$ cat config.mk
export PLATFORM = sky130hd
export DESIGN_NAME = eras_top
export DESIGN_NICKNAME = d
export VERILOG_FILES = /design/src/include/eras_pkg.sv /design/src/design/eras_top.sv
export VERILOG_INCLUDE_DIRS = /design/src /design/src/include
export SDC_FILE = /design/constraint.sdc
export NUM_CORES = 1
export LEC_CHECK = 0
export ABC_AREA = 0
export BUFFER_PORTS_ARGS = -buffer_cell sky130_fd_sc_hd__buf_2
export CAP_MARGIN = 20
export CELL_PAD_IN_SITES_DETAIL_PLACEMENT = 1
export CELL_PAD_IN_SITES_GLOBAL_PLACEMENT = 1
export CORE_MARGIN = 2
export CORE_UTILIZATION = 30
export DETAILED_ROUTE_END_ITERATION = 10
export PLACE_DENSITY_LB_ADDON = 0.1
export SLEW_MARGIN = 5
export SYNTH_ARGS = -nofsm -noshare
export SYNTH_HDL_FRONTEND = slang
export SYNTH_SLANG_ARGS = --single-unit
$ cat constraint.sdc
create_clock -name CLK_SYS -period 2 [get_ports CLK_SYS]
set_input_delay 0.2 -clock CLK_SYS [delete_from_list [all_inputs] [get_ports CLK_SYS]]
set_output_delay 0.2 -clock CLK_SYS [all_outputs]
set_load 0.02 [all_outputs]
$ cat src/include/eras_cfg.svh
// constants of the e1 receive overhead and alarm status block
// assumes a 50 mhz system clock and a word-wide ahb-lite register port
`ifndef ERAS_CFG_SVH
`define ERAS_CFG_SVH
// ------------------------------------------------------------------
// clock and times
// ------------------------------------------------------------------
`define ERAS_CLK_HZ        50000000
`define ERAS_CYC_PER_MS    (`ERAS_CLK_HZ / 1000)
`define ERAS_ALARM_MS      100
`define ERAS_T16_MS        3
`define ERAS_SECOND_S      1
`define ERAS_T16_STEPS     22
`define ERAS_LONG_W        23
`define ERAS_SEC_W         26
`define ERAS_IVL_W         13
// ------------------------------------------------------------------
// register indices; byte address is four times the index
// ------------------------------------------------------------------
`define ERAS_IDX_INTL      8'h28
`define ERAS_IDX_EXTRA     8'h29
`define ERAS_IDX_CRC_LO    8'h2a
`define ERAS_IDX_CRC_HI    8'h2b
`define ERAS_IDX_T16       8'h2c
// ------------------------------------------------------------------
// field positions
// ------------------------------------------------------------------
`define ERAS_BIT_OVR       7
`define ERAS_BIT_FRESH     6
`define ERAS_BIT_T16_EN    6
`define ERAS_BIT_T16_IND   5
`define ERAS_BIT_T16_ALM   4
`define ERAS_ALL_ONES      8'hff
`define ERAS_T16_DECLARE   5'd22
`define ERAS_CRC_MAX       10'h3ff
`define ERAS_HTRANS_NSEQ   2'h2
`endif

$ cat src/include/eras_pkg.sv
// types of the e1 receive overhead and alarm status block
// assumes the line path runs on the same clock as the register port
package eras_pkg;
    // ------------------------------------------------------------------
    // line path indications, all on the system clock
    // ------------------------------------------------------------------
    typedef struct packed {
        logic       out_of_frame_state;       // basic frame alignment lost
        logic       ais_cond;  // out of frame all-ones seen
        logic       oosmf;     // signalling multiframe lost
        logic       crc_err;   // one-cycle crc error pulse
        logic       fas_stb;   // ts0 of alignment frame done
        logic       nfas_stb;  // ts0 of non-alignment frame done
        logic       mf0_stb;   // ts16 of multiframe frame 0 done
        logic       ts16_stb;  // any ts16 byte done
        logic [7:0] ts0_byte;  // line bit 1 in bit 7
        logic [7:0] ts16_byte; // line bit 1 in bit 7
    } eras_line_s;
    typedef logic [7:0] eras_byte_t;
endpackage

$ cat src/design/eras_top.sv
// e1 receive overhead capture, alarm integration and crc second count
// assumes line indications arrive on CLK_SYS; one ahb-lite master
//
// Operation
// - red alarm after 100 ms out of frame
// - all-ones alarm integrated over 100 ms
// - overhead register spans two frames
// - non-alignment ts0 bits map to register
// - overhead register refreshed every non-alignment frame
// - read data latched for whole read
// - ts16 frame 0 bits 5-8 to extras
// - extras register updated once per multiframe
// - 10-bit crc count moved each second
// - fresh flag set on transfer, read clears
// - overrun flag when unread count overwritten
// - own one second timebase for count
// - two all-ones ts16 bytes out of multiframe
// - interval counter declares 22, removes 0
// - slot16 alarm status follows interval counter
// - enabled slot16 change raises interrupt
// - change indication set, cleared by read
// - out of frame follows alignment loss
//
// The AHB-Lite slave port was chosen for this implementation.
`include "eras_cfg.svh"
module eras_top #(
    parameter int unsigned ALARM_CYC = `ERAS_ALARM_MS * `ERAS_CYC_PER_MS,
    parameter int unsigned SEC_CYC   = `ERAS_SECOND_S * `ERAS_CLK_HZ,
    parameter int unsigned IVL_CYC   =
        (`ERAS_T16_MS * `ERAS_CYC_PER_MS) / `ERAS_T16_STEPS
) (
    input  wire logic               CLK_SYS,
    input  wire logic               RST_N,
    input  wire eras_pkg::eras_line_s LINE,
    input  wire logic               HSEL,
    input  wire logic [31:0]        HADDR,
    input  wire logic [1:0]         HTRANS,
    input  wire logic               HWRITE,
    input  wire logic [2:0]         HSIZE,
    input  wire logic [31:0]        HWDATA,
    input  wire logic               HREADY,
    output logic [31:0]             HRDATA,
    output logic                    HREADYOUT,
    output logic                    HRESP,
    output logic                    LOF_ALARM,
    output logic                    ALL_ONES_ALARM,
    output logic                    IRQ
);
    // ------------------------------------------------------------------
    // register decode
    // ------------------------------------------------------------------
    // byte address to register index, zero index when off the map
    function automatic logic [7:0] reg_index(input logic [31:0] a);
        logic [7:0] idx;
        idx = a[9:2];
        if (a[1:0] != 2'h0 || a[31:10] != 22'h0)
            idx = 8'h0;
        return idx;
    endfunction

    logic          acc_valid;        // address phase taken
    logic          rd_take;          // read taken this cycle
    logic [7:0]    acc_idx;          // index of address phase
    logic          wr_pend_ff;       // write data phase pending
    logic [7:0]    wr_idx_ff;        // index of pending write
    logic          wr_t16;           // write lands on ts16 register

    assign acc_valid = HSEL && HREADY && (HTRANS == `ERAS_HTRANS_NSEQ);
    assign rd_take   = acc_valid && !HWRITE;
    assign acc_idx   = reg_index(HADDR);
    assign wr_t16    = wr_pend_ff && (wr_idx_ff == `ERAS_IDX_T16);
    assign HREADYOUT = 1'b1;
    assign HRESP     = 1'b0;

    // remember a write address phase for its data phase
    always_ff @(posedge CLK_SYS or negedge RST_N)
    begin
        if (!RST_N)
        begin
            wr_pend_ff <= 1'b0;
            wr_idx_ff  <= 8'h0;
        end
        else
        begin
            wr_pend_ff <= acc_valid && HWRITE;
            wr_idx_ff  <= acc_idx;
        end
    end

    // ------------------------------------------------------------------
    // alarm integrators: loss of frame and all-ones
    // ------------------------------------------------------------------
    logic [1:0]                  integ_in;   // raw conditions
    logic [1:0]                  alarm_ff;   // integrated alarms
    logic [`ERAS_LONG_W-1:0]     integ_cnt_ff [2];

    assign integ_in = {LINE.ais_cond, LINE.out_of_frame_state};

    generate
        for (genvar i = 0; i < 2; i++)
        begin : g_integ
            // count while condition differs from the alarm, flip at limit
            always_ff @(posedge CLK_SYS or negedge RST_N)
            begin
                if (!RST_N)
                begin
                    integ_cnt_ff[i] <= '0;
                    alarm_ff[i]     <= 1'b0;
                end
                else if (integ_in[i] == alarm_ff[i])
                    integ_cnt_ff[i] <= '0;
                else if (integ_cnt_ff[i] ==
                         `ERAS_LONG_W'(ALARM_CYC - 1))
                begin
                    integ_cnt_ff[i] <= '0;
                    alarm_ff[i]     <= integ_in[i];
                end
                else
                    integ_cnt_ff[i] <= integ_cnt_ff[i] + 1'b1;
            end
        end
    endgenerate

    assign LOF_ALARM      = alarm_ff[0];
    assign ALL_ONES_ALARM = alarm_ff[1];

    // ------------------------------------------------------------------
    // overhead bit capture
    // ------------------------------------------------------------------
    logic       fas_intl_ff;    // intl bit of last alignment frame
    eras_pkg::eras_byte_t intl_reg_ff;  // international/national bits
    eras_pkg::eras_byte_t extra_reg_ff; // extra bits, low nibble

    // stage the alignment frame bit, load the pair after ts0 of nfas
    always_ff @(posedge CLK_SYS or negedge RST_N)
    begin
        if (!RST_N)
        begin
            fas_intl_ff <= 1'b0;
            intl_reg_ff <= 8'h0;
        end
        else
        begin
            if (LINE.fas_stb)
                fas_intl_ff <= LINE.ts0_byte[7];
            if (LINE.nfas_stb)
                intl_reg_ff <= {fas_intl_ff, LINE.ts0_byte[7],
                                LINE.ts0_byte[5:0]};
        end
    end

    // line bits 5 to 8 of ts16 in frame 0, once per multiframe
    always_ff @(posedge CLK_SYS or negedge RST_N)
    begin
        if (!RST_N)
            extra_reg_ff <= 8'h0;
        else if (LINE.mf0_stb)
            extra_reg_ff <= {4'h0, LINE.ts16_byte[3:0]};
    end

    // ------------------------------------------------------------------
    // crc error count over the block's own second
    // ------------------------------------------------------------------
    logic [`ERAS_SEC_W-1:0] sec_cnt_ff;   // one second timebase
    logic                   sec_tick;     // last cycle of the second
    logic [9:0]             crc_cnt_ff;   // running count
    logic [9:0]             crc_hold_ff;  // count of last second
    logic                   fresh_ff;     // new count not yet read
    logic                   ovr_ff;       // count lost unread
    logic                   rd_crc_hi;    // read of upper count word

    assign sec_tick  = sec_cnt_ff == `ERAS_SEC_W'(SEC_CYC - 1);
    assign rd_crc_hi = rd_take && (acc_idx == `ERAS_IDX_CRC_HI);

    // free running timebase, unaffected by software
    always_ff @(posedge CLK_SYS or negedge RST_N)
    begin
        if (!RST_N)
            sec_cnt_ff <= '0;
        else if (sec_tick)
            sec_cnt_ff <= '0;
        else
            sec_cnt_ff <= sec_cnt_ff + 1'b1;
    end

    // saturating count; an error on the tick opens the new second
    always_ff @(posedge CLK_SYS or negedge RST_N)
    begin
        if (!RST_N)
        begin
            crc_cnt_ff  <= '0;
            crc_hold_ff <= '0;
        end
        else if (sec_tick)
        begin
            crc_hold_ff <= crc_cnt_ff;
            crc_cnt_ff  <= {9'h0, LINE.crc_err};
        end
        else if (LINE.crc_err && crc_cnt_ff != `ERAS_CRC_MAX)
            crc_cnt_ff <= crc_cnt_ff + 1'b1;
    end

    // flags: a transfer wins over the clearing read for fresh; a read on the tick clears overrun
    always_ff @(posedge CLK_SYS or negedge RST_N)
    begin
        if (!RST_N)
        begin
            fresh_ff <= 1'b0;
            ovr_ff   <= 1'b0;
        end
        else if (sec_tick)
        begin
            fresh_ff <= 1'b1;
            if (fresh_ff && !rd_crc_hi)
                ovr_ff <= 1'b1;
            else if (rd_crc_hi)
                ovr_ff <= 1'b0;
        end
        else if (rd_crc_hi)
        begin
            fresh_ff <= 1'b0;
            ovr_ff   <= 1'b0;
        end
    end

    // ------------------------------------------------------------------
    // slot 16 all-ones detection and interval alarm
    // ------------------------------------------------------------------
    logic                   ones_prev_ff;  // last ts16 byte all ones
    logic                   t16_det_ff;    // detection level
    logic [`ERAS_IVL_W-1:0] ivl_cnt_ff;    // interval timer
    logic                   ivl_end;       // last cycle of interval
    logic                   ivl_seen_ff;   // detection inside interval
    logic [4:0]             t16_cnt_ff;    // interval counter
    logic                   t16_alm_ff;    // slot16 alarm status
    logic                   nxt_t16_alm;   // next alarm status
    logic                   t16_ind_ff;    // change indication
    logic                   t16_en_ff;     // interrupt enable
    logic                   nxt_t16_en;    // enable after write
    logic                   rd_t16;        // read of ts16 register
    logic                   ts16_ones;     // this byte all ones

    assign ts16_ones = LINE.ts16_byte == `ERAS_ALL_ONES;
    assign ivl_end   = ivl_cnt_ff == `ERAS_IVL_W'(IVL_CYC - 1);
    assign rd_t16    = rd_take && (acc_idx == `ERAS_IDX_T16);

    // two consecutive all-ones bytes while multiframe is lost
    always_ff @(posedge CLK_SYS or negedge RST_N)
    begin
        if (!RST_N)
        begin
            ones_prev_ff <= 1'b0;
            t16_det_ff   <= 1'b0;
        end
        else if (!LINE.oosmf)
        begin
            ones_prev_ff <= 1'b0;
            t16_det_ff   <= 1'b0;
        end
        else if (LINE.ts16_stb)
        begin
            ones_prev_ff <= ts16_ones;
            t16_det_ff   <= ts16_ones && ones_prev_ff;
        end
    end

    // interval timer and presence seen during the interval
    always_ff @(posedge CLK_SYS or negedge RST_N)
    begin
        if (!RST_N)
        begin
            ivl_cnt_ff  <= '0;
            ivl_seen_ff <= 1'b0;
        end
        else if (ivl_end)
        begin
            ivl_cnt_ff  <= '0;
            ivl_seen_ff <= 1'b0;
        end
        else
        begin
            ivl_cnt_ff  <= ivl_cnt_ff + 1'b1;
            ivl_seen_ff <= ivl_seen_ff || t16_det_ff;
        end
    end

    // up on a present interval, down on an absent one
    always_comb
    begin
        nxt_t16_alm = t16_alm_ff;
        if (ivl_end && (ivl_seen_ff || t16_det_ff) &&
            t16_cnt_ff == `ERAS_T16_DECLARE - 5'd1)
            nxt_t16_alm = 1'b1;
        else if (ivl_end && !(ivl_seen_ff || t16_det_ff) &&
                 t16_cnt_ff == 5'd1)
            nxt_t16_alm = 1'b0;
    end

    always_ff @(posedge CLK_SYS or negedge RST_N)
    begin
        if (!RST_N)
        begin
            t16_cnt_ff <= '0;
            t16_alm_ff <= 1'b0;
        end
        else
        begin
            t16_alm_ff <= nxt_t16_alm;
            if (ivl_end && (ivl_seen_ff || t16_det_ff))
            begin
                if (t16_cnt_ff != `ERAS_T16_DECLARE)
                    t16_cnt_ff <= t16_cnt_ff + 5'd1;
            end
            else if (ivl_end && t16_cnt_ff != 5'd0)
                t16_cnt_ff <= t16_cnt_ff - 5'd1;
        end
    end

    // change indication: a change wins over the clearing read
    always_ff @(posedge CLK_SYS or negedge RST_N)
    begin
        if (!RST_N)
            t16_ind_ff <= 1'b0;
        else if (nxt_t16_alm != t16_alm_ff)
            t16_ind_ff <= 1'b1;
        else if (rd_t16)
            t16_ind_ff <= 1'b0;
    end

    // interrupt enable, written in the data phase
    assign nxt_t16_en = wr_t16 ? HWDATA[`ERAS_BIT_T16_EN] : t16_en_ff;

    always_ff @(posedge CLK_SYS or negedge RST_N)
    begin
        if (!RST_N)
            t16_en_ff <= 1'b0;
        else
            t16_en_ff <= nxt_t16_en;
    end

    assign IRQ = t16_ind_ff && t16_en_ff;

    // ------------------------------------------------------------------
    // read data, captured at the address phase
    // ------------------------------------------------------------------
    eras_pkg::eras_byte_t rd_mux;  // selected register value

    always_comb
    begin
        rd_mux = 8'h0;
        case (acc_idx)
            `ERAS_IDX_INTL:   rd_mux = intl_reg_ff;
            `ERAS_IDX_EXTRA:  rd_mux = extra_reg_ff;
            `ERAS_IDX_CRC_LO: rd_mux = crc_hold_ff[7:0];
            `ERAS_IDX_CRC_HI:
                rd_mux = {ovr_ff, fresh_ff, 4'h0, crc_hold_ff[9:8]};
            `ERAS_IDX_T16:
                rd_mux = {1'b0, nxt_t16_en, t16_ind_ff, t16_alm_ff, 4'h0};
            default:          rd_mux = 8'h0;
        endcase
    end

    // hold the byte through the data phase
    always_ff @(posedge CLK_SYS or negedge RST_N)
    begin
        if (!RST_N)
            HRDATA <= 32'h0;
        else if (rd_take)
            HRDATA <= {24'h0, rd_mux};
    end
endmodule

**After elaboration in Yosys (flattened, before gate mapping)**

Index checks and enable logic that the tools add are counted.

- Input bits: 98
- Logic and storage cells: 112
- Output and inout port bits: 37
- Register bits: 150

- Multiplexer cells: 28
- Reduce and logical (&&, ||, !) cells: 31
- Equality and inequality tests: 21
- $add $sub $neg: 7
- Bitwise logic cells: 2

Operator list:

| operator | number |
|---|---|
| $mux W23 | 4 |
| $eq A8 B6 Y1 const B | 6 |
| $add A23 B1 Y23 const B | 2 |
| $eq A23 B23 Y1 const B | 2 |
| $pmux W8 S5 | 1 |
| $add A26 B1 Y26 const B | 1 |
| $eq A26 B26 Y1 const B | 1 |
| $mux W26 | 1 |
| $reduce_bool A22 Y1 | 1 |
| $mux W10 | 2 |
| $logic_and A1 B1 Y1 | 16 |
| $mux W1 | 15 |
| $mux W5 | 3 |
| $add A13 B1 Y13 const B | 1 |
| $eq A13 B13 Y1 const B | 1 |
| $mux W13 | 1 |
| $add A10 B1 Y10 const B | 1 |
| $ne A10 B10 Y1 const B | 1 |
| $reduce_bool A2 Y1 | 5 |
| $eq A8 B8 Y1 const B | 1 |
| $mux W8 | 1 |
| $reduce_and A2 Y1 | 3 |
| $add A5 B1 Y5 const B | 1 |
| $eq A5 B1 Y1 const B | 1 |
| other kinds (12) | 17 |

**Longest topological paths before layout**

- Word-level depth: 9
- Depth in mapped cells: 8
- Gate-level depth less buffers: 7

**Least setup slack after synthesis**

No wires, ideal clock.

- Path type: reg2reg
- Start: register sec_cnt_ff[9]
- End: register crc_hold_ff[1]
- Library setup time: 125 ps
- Stages on the path, launching flop included: 6
- Arrival time: 1,708 ps
- Data required time: 1,875 ps
- Buffers on the path: 1
- Path slack: 167 ps
- Clock period less this slack: 1,833 ps
- Path through: dfrtp_1 nor4_1 nand4_1 nor4_2 buf_2 mux2_2

- Cells in the longest elaborated chain, start to end: 1

Ends and longest elaborated chain:

| what | line | RTL |
|---|---|---|
| start, declared | eras_top.sv:164 | `` logic [`ERAS_SEC_W-1:0] sec_cnt_ff; `` |
| start signal, assigned | eras_top.sv:183 | `sec_cnt_ff <= sec_cnt_ff + 1'b1;` |
| $eq A26 B26 Y1 | eras_top.sv:172 | `` assign sec_tick = sec_cnt_ff == `ERAS_SEC_W'(SEC_CYC - 1); `` |
| end signal, assigned | eras_top.sv:196 | `crc_hold_ff <= crc_cnt_ff;` |
| end, declared | eras_top.sv:167 | `logic [9:0] crc_hold_ff;` |

Every way passes these cells.
A chain may end at the register's enable or synchronous reset.

**Final worst setup path**

- Start: register sec_cnt_ff[0]
- End: register crc_hold_ff[0]

The elaborated chain is that of the path after synthesis.

==> parameters.txt <==
Parameter                              Value

Outcome
  Status    complete, no violations

Place
  Placed Instances    1,109
  HPWL Detailed    12.2 mm
  Placement Cell Area    8220 um^2
  Global placement routability congestion    0.763
  PortBufs    73
  Placement-stage worst setup slack    0.0484 ns

Pwr
  Static power due to leakage    4.15 nW
  Switching share of power    0.241
  Combinational share of power    0.064
  Share of total power in the clock network    0.484
  Pwr per Cell Area    787 nW/um^2
  Switching Power    1.73 mW
  Maximum ir drop on the vdd rail    416 uV
  PnR Total Power    7.17 mW
  Reg power frac    0.452
  Internal power summed over all cells    5.44 mW

Clock network
  Htree depth    4
  CTS tree    built
  Clock sink count    150
  Worst-case clock buffer depth    2
  Clock transition at the register clock pins on the worst setup and hold paths after CTS    0.07 ns
  Clock root buffer    clkbuf_16
  Worst skew pair latency    0.42 ns
  Number of buffers created by CTS    17

Worst setup path
  Cells along the critical path    ha_2 -> and4_4 -> nand3_4 -> nor4_4 -> buf_4 -> clkbuf_16 -> mux2_4
  Highest cell delay on the worst timing path    0.39 ns
  Worst R2R Setup Slack    0.06 ns
  Start-to-end type of the worst setup path    reg -> reg
  CP required    2.31 ns
  Crit. End Element    flop
  Crit path launch type    flop
  Largest driver fanout on the critical path    6
  Arr. time, crit path    2.25 ns
  Slowest CP cell    dfrtp_1

Cells and area
  Number of inserted diodes    0
  Design Area, Final    9100 um^2
  Post-route insts no fill    1,156
  Area delta synth->final    23.9%
  Fraction of layout instances using a drive strength above 1    0.222
  Layout Nets    928
  Post-Route Utilization    0.376

Yosys
  Total standard cell area after synthesis    7350 um^2
  Syn avg cell area    10.4 um^2
  Flip-flop cell with the highest count after synthesis    dfrtp_1
  Share of async-settable or async-resettable flops after synthesis    1.00
  Instance count of the mapped netlist    706
  Number of library cell types mapped by synthesis    50
  Count of flip-flops with a built-in enable after synthesis    0
  Post-synthesis sequential area ratio    0.511
  Yosys synthesis warning count    0
  Total of flip-flops plus latches after synthesis    150

Die
  Die width    160 um
  Full die area    25,800 um^2
  Die Ht    160 um
  Core region area    24,200 um^2
  Number of rows created at floorplan    57
  Number of I/O pins    135
  Initial Util    0.304

Timing
  Final critical-path setup slack    0.0573 ns
  Relative slew slack    0.634
  Transition at the pin with the smallest max-transition slack    0.550 ns
  Setup violation total in the final timing report    0
  Sum of negative setup slack    0 ns
  Minimum period implied by the final worst setup slack    1.94 ns
  Fin crit share    0.971
  Maximum clock frequency    0.515 GHz
  Final worst hold slack    0.0201 ns
  Clock Skew    0.00973 ns
  Final Max Tran Viols    0
  Final hold vios    0

Detailed routing
  Total length of routed met3 wires    388 um
  Via total after detailed routing    5,377
  Wl on met1    7.68 mm
  Vias/cell    4.65
  Length of the first detailed-routing pass in iterations    4
  DR WL/cell    14.9 um
  Number of nets still failing antenna checks after routing    0
  Met2 wirelength from detailed routing    8.96 mm
  DR iter-0 viols    160
  Post-route DRC    0
  Uppermost signal routing layer after detailed routing    met4
  Final wirelength    17.2 mm

Global routing
  Global-route wire length before repair    29.0 mm
  GRT Residual Overflow    0
  Antenna violations before repair    0
  All-Layer GR Usage    0.137
  Maximum number of pins on one net before global-route repair    52
  Vias in the first global route    5,926

Flow run
  MaxCap Viol Count    0

Min path
  HP Class    in -> reg
layer usage:
layer  global-route usage  vias up
met4               0.0356        0
li1                     -     2607
met1                0.170     2703
met5                    0        -
met2                0.244       51
met3               0.0271       16
Yosys cell counts, types with 13 or more instances:
cell type / count / area share
nor2_1: 105 / 0.054
xor2_1: 54 / 0.064
xnor2_1: 38 / 0.045
and3_1: 20 / 0.017
buf_4: 26 / 0.027
inv_1: 13 / 0.0066
mux2_2: 27 / 0.041
nand2_1: 42 / 0.021
dfrtp_1: 150 / 0.51
nand4_1: 28 / 0.024
nand3_1: 49 / 0.033
final timing paths:
check	startpoint	end	depth (start not counted)
max in group asynchronous	RST_N	sec_cnt_ff[19]$_DFF_PN0_	3
min reg2reg	HRDATA[6]$_DFFE_PN0P_	HRDATA[6]$_DFFE_PN0P_	2
min	LINE[3]	extra_reg_ff[3]$_DFFE_PN0P_	2
min in group asynchronous	RST_N	integ_cnt_ff[20]$_DFF_PN0_	2
max reg2reg	sec_cnt_ff[0]$_DFF_PN0_	crc_hold_ff[0]$_DFFE_PN0P_	7
max	sec_cnt_ff[0]$_DFF_PN0_	crc_hold_ff[0]$_DFFE_PN0P_	7
critical path, delay by kind of cell (launching register included):
kind	cells	cell delay [ns]
simple gates	3	0.57
flops	1	0.39
buf+inv	2	0.36
mux	1	0.29
fa+ha+maj	1	0.20
flip-flops by register name, summed over array words and instances, names as in the netlist:
register,flops
integ_cnt_ff,46
sec_cnt_ff,26
ivl_cnt_ff,13
crc_cnt_ff,10
crc_hold_ff,10
HRDATA,8
intl_reg_ff,8
wr_idx_ff,8
t16_cnt_ff,5
extra_reg_ff,4
ALL_ONES_ALARM,1
LOF_ALARM,1
fas_intl_ff,1
fresh_ff,1
ivl_seen_ff,1
ones_prev_ff,1
ovr_ff,1
t16_alm_ff,1
t16_det_ff,1
t16_en_ff,1
t16_ind_ff,1
wr_pend_ff,1
what timing repair did:
action | in CTS | in global routing
hold buffers | 10 | 0
gates resized for setup | 0 | 20
endpoints found under the setup margin | 0 | 22
endpoints found under the hold margin | 57 | 0
buffers inserted | 0 | 3
logic make-up after synthesis:
group           count (synthesis)  synth area share
simple gates                  321             0.225
flops                         150             0.511
xor+xnor                       92             0.110
buf+inv                        60            0.0455
mux                            37            0.0584
compound gates                 33            0.0305
fa+ha+maj                      11            0.0187
other cells                     2           0.00102
layout by cell type, fill, tap and decap left out, drive strengths merged, types with 3 or more instances in the layout:
cell,netlist,routed
a21oi,6,6
a31oi,3,3
and2,12,12
and3,20,20
and4,12,12
buf,35,105
bufinv,0,4
clkbuf,12,20
clkinv,0,7
conb,2,26
dfrtp,150,150
dlygate4sd3,0,10
ha,11,11
inv,13,16
mux2,27,27
mux2i,8,8
nand2,42,42
nand3,49,49
nand4,28,28
nor2,105,105
nor2b,5,5
nor3,11,11
nor4,13,13
nor4b,5,5
nor4bb,3,3
o21ai,7,7
o31ai,6,6
or2,5,5
xnor2,38,38
xor2,54,54
power by group through the flow:
stage / Clock [mW] / Combinational (mW) / Sequential [mW]
floorplan: 0 / 0.292 / 3.26
global placement: 0 / 0.438 / 3.29
detailed placement: 0 / 0.453 / 3.30
CTS: 3.59 / 0.469 / 3.24
global route: 3.72 / 0.521 / 3.26
finish: 3.47 / 0.460 / 3.24
layout make-up:
type | count | area, um^2
Fill cell | 2716 | 15100
Sequential cell | 150 | 3750
Multi-Input combinational cell | 520 | 3440
Timing Repair Buffer | 117 | 828
Clock buffer | 18 | 429
Tap cell | 324 | 405
Clock inverter | 14 | 199
Inverter | 13 | 48.8
(Power assumes the default switching activity.)
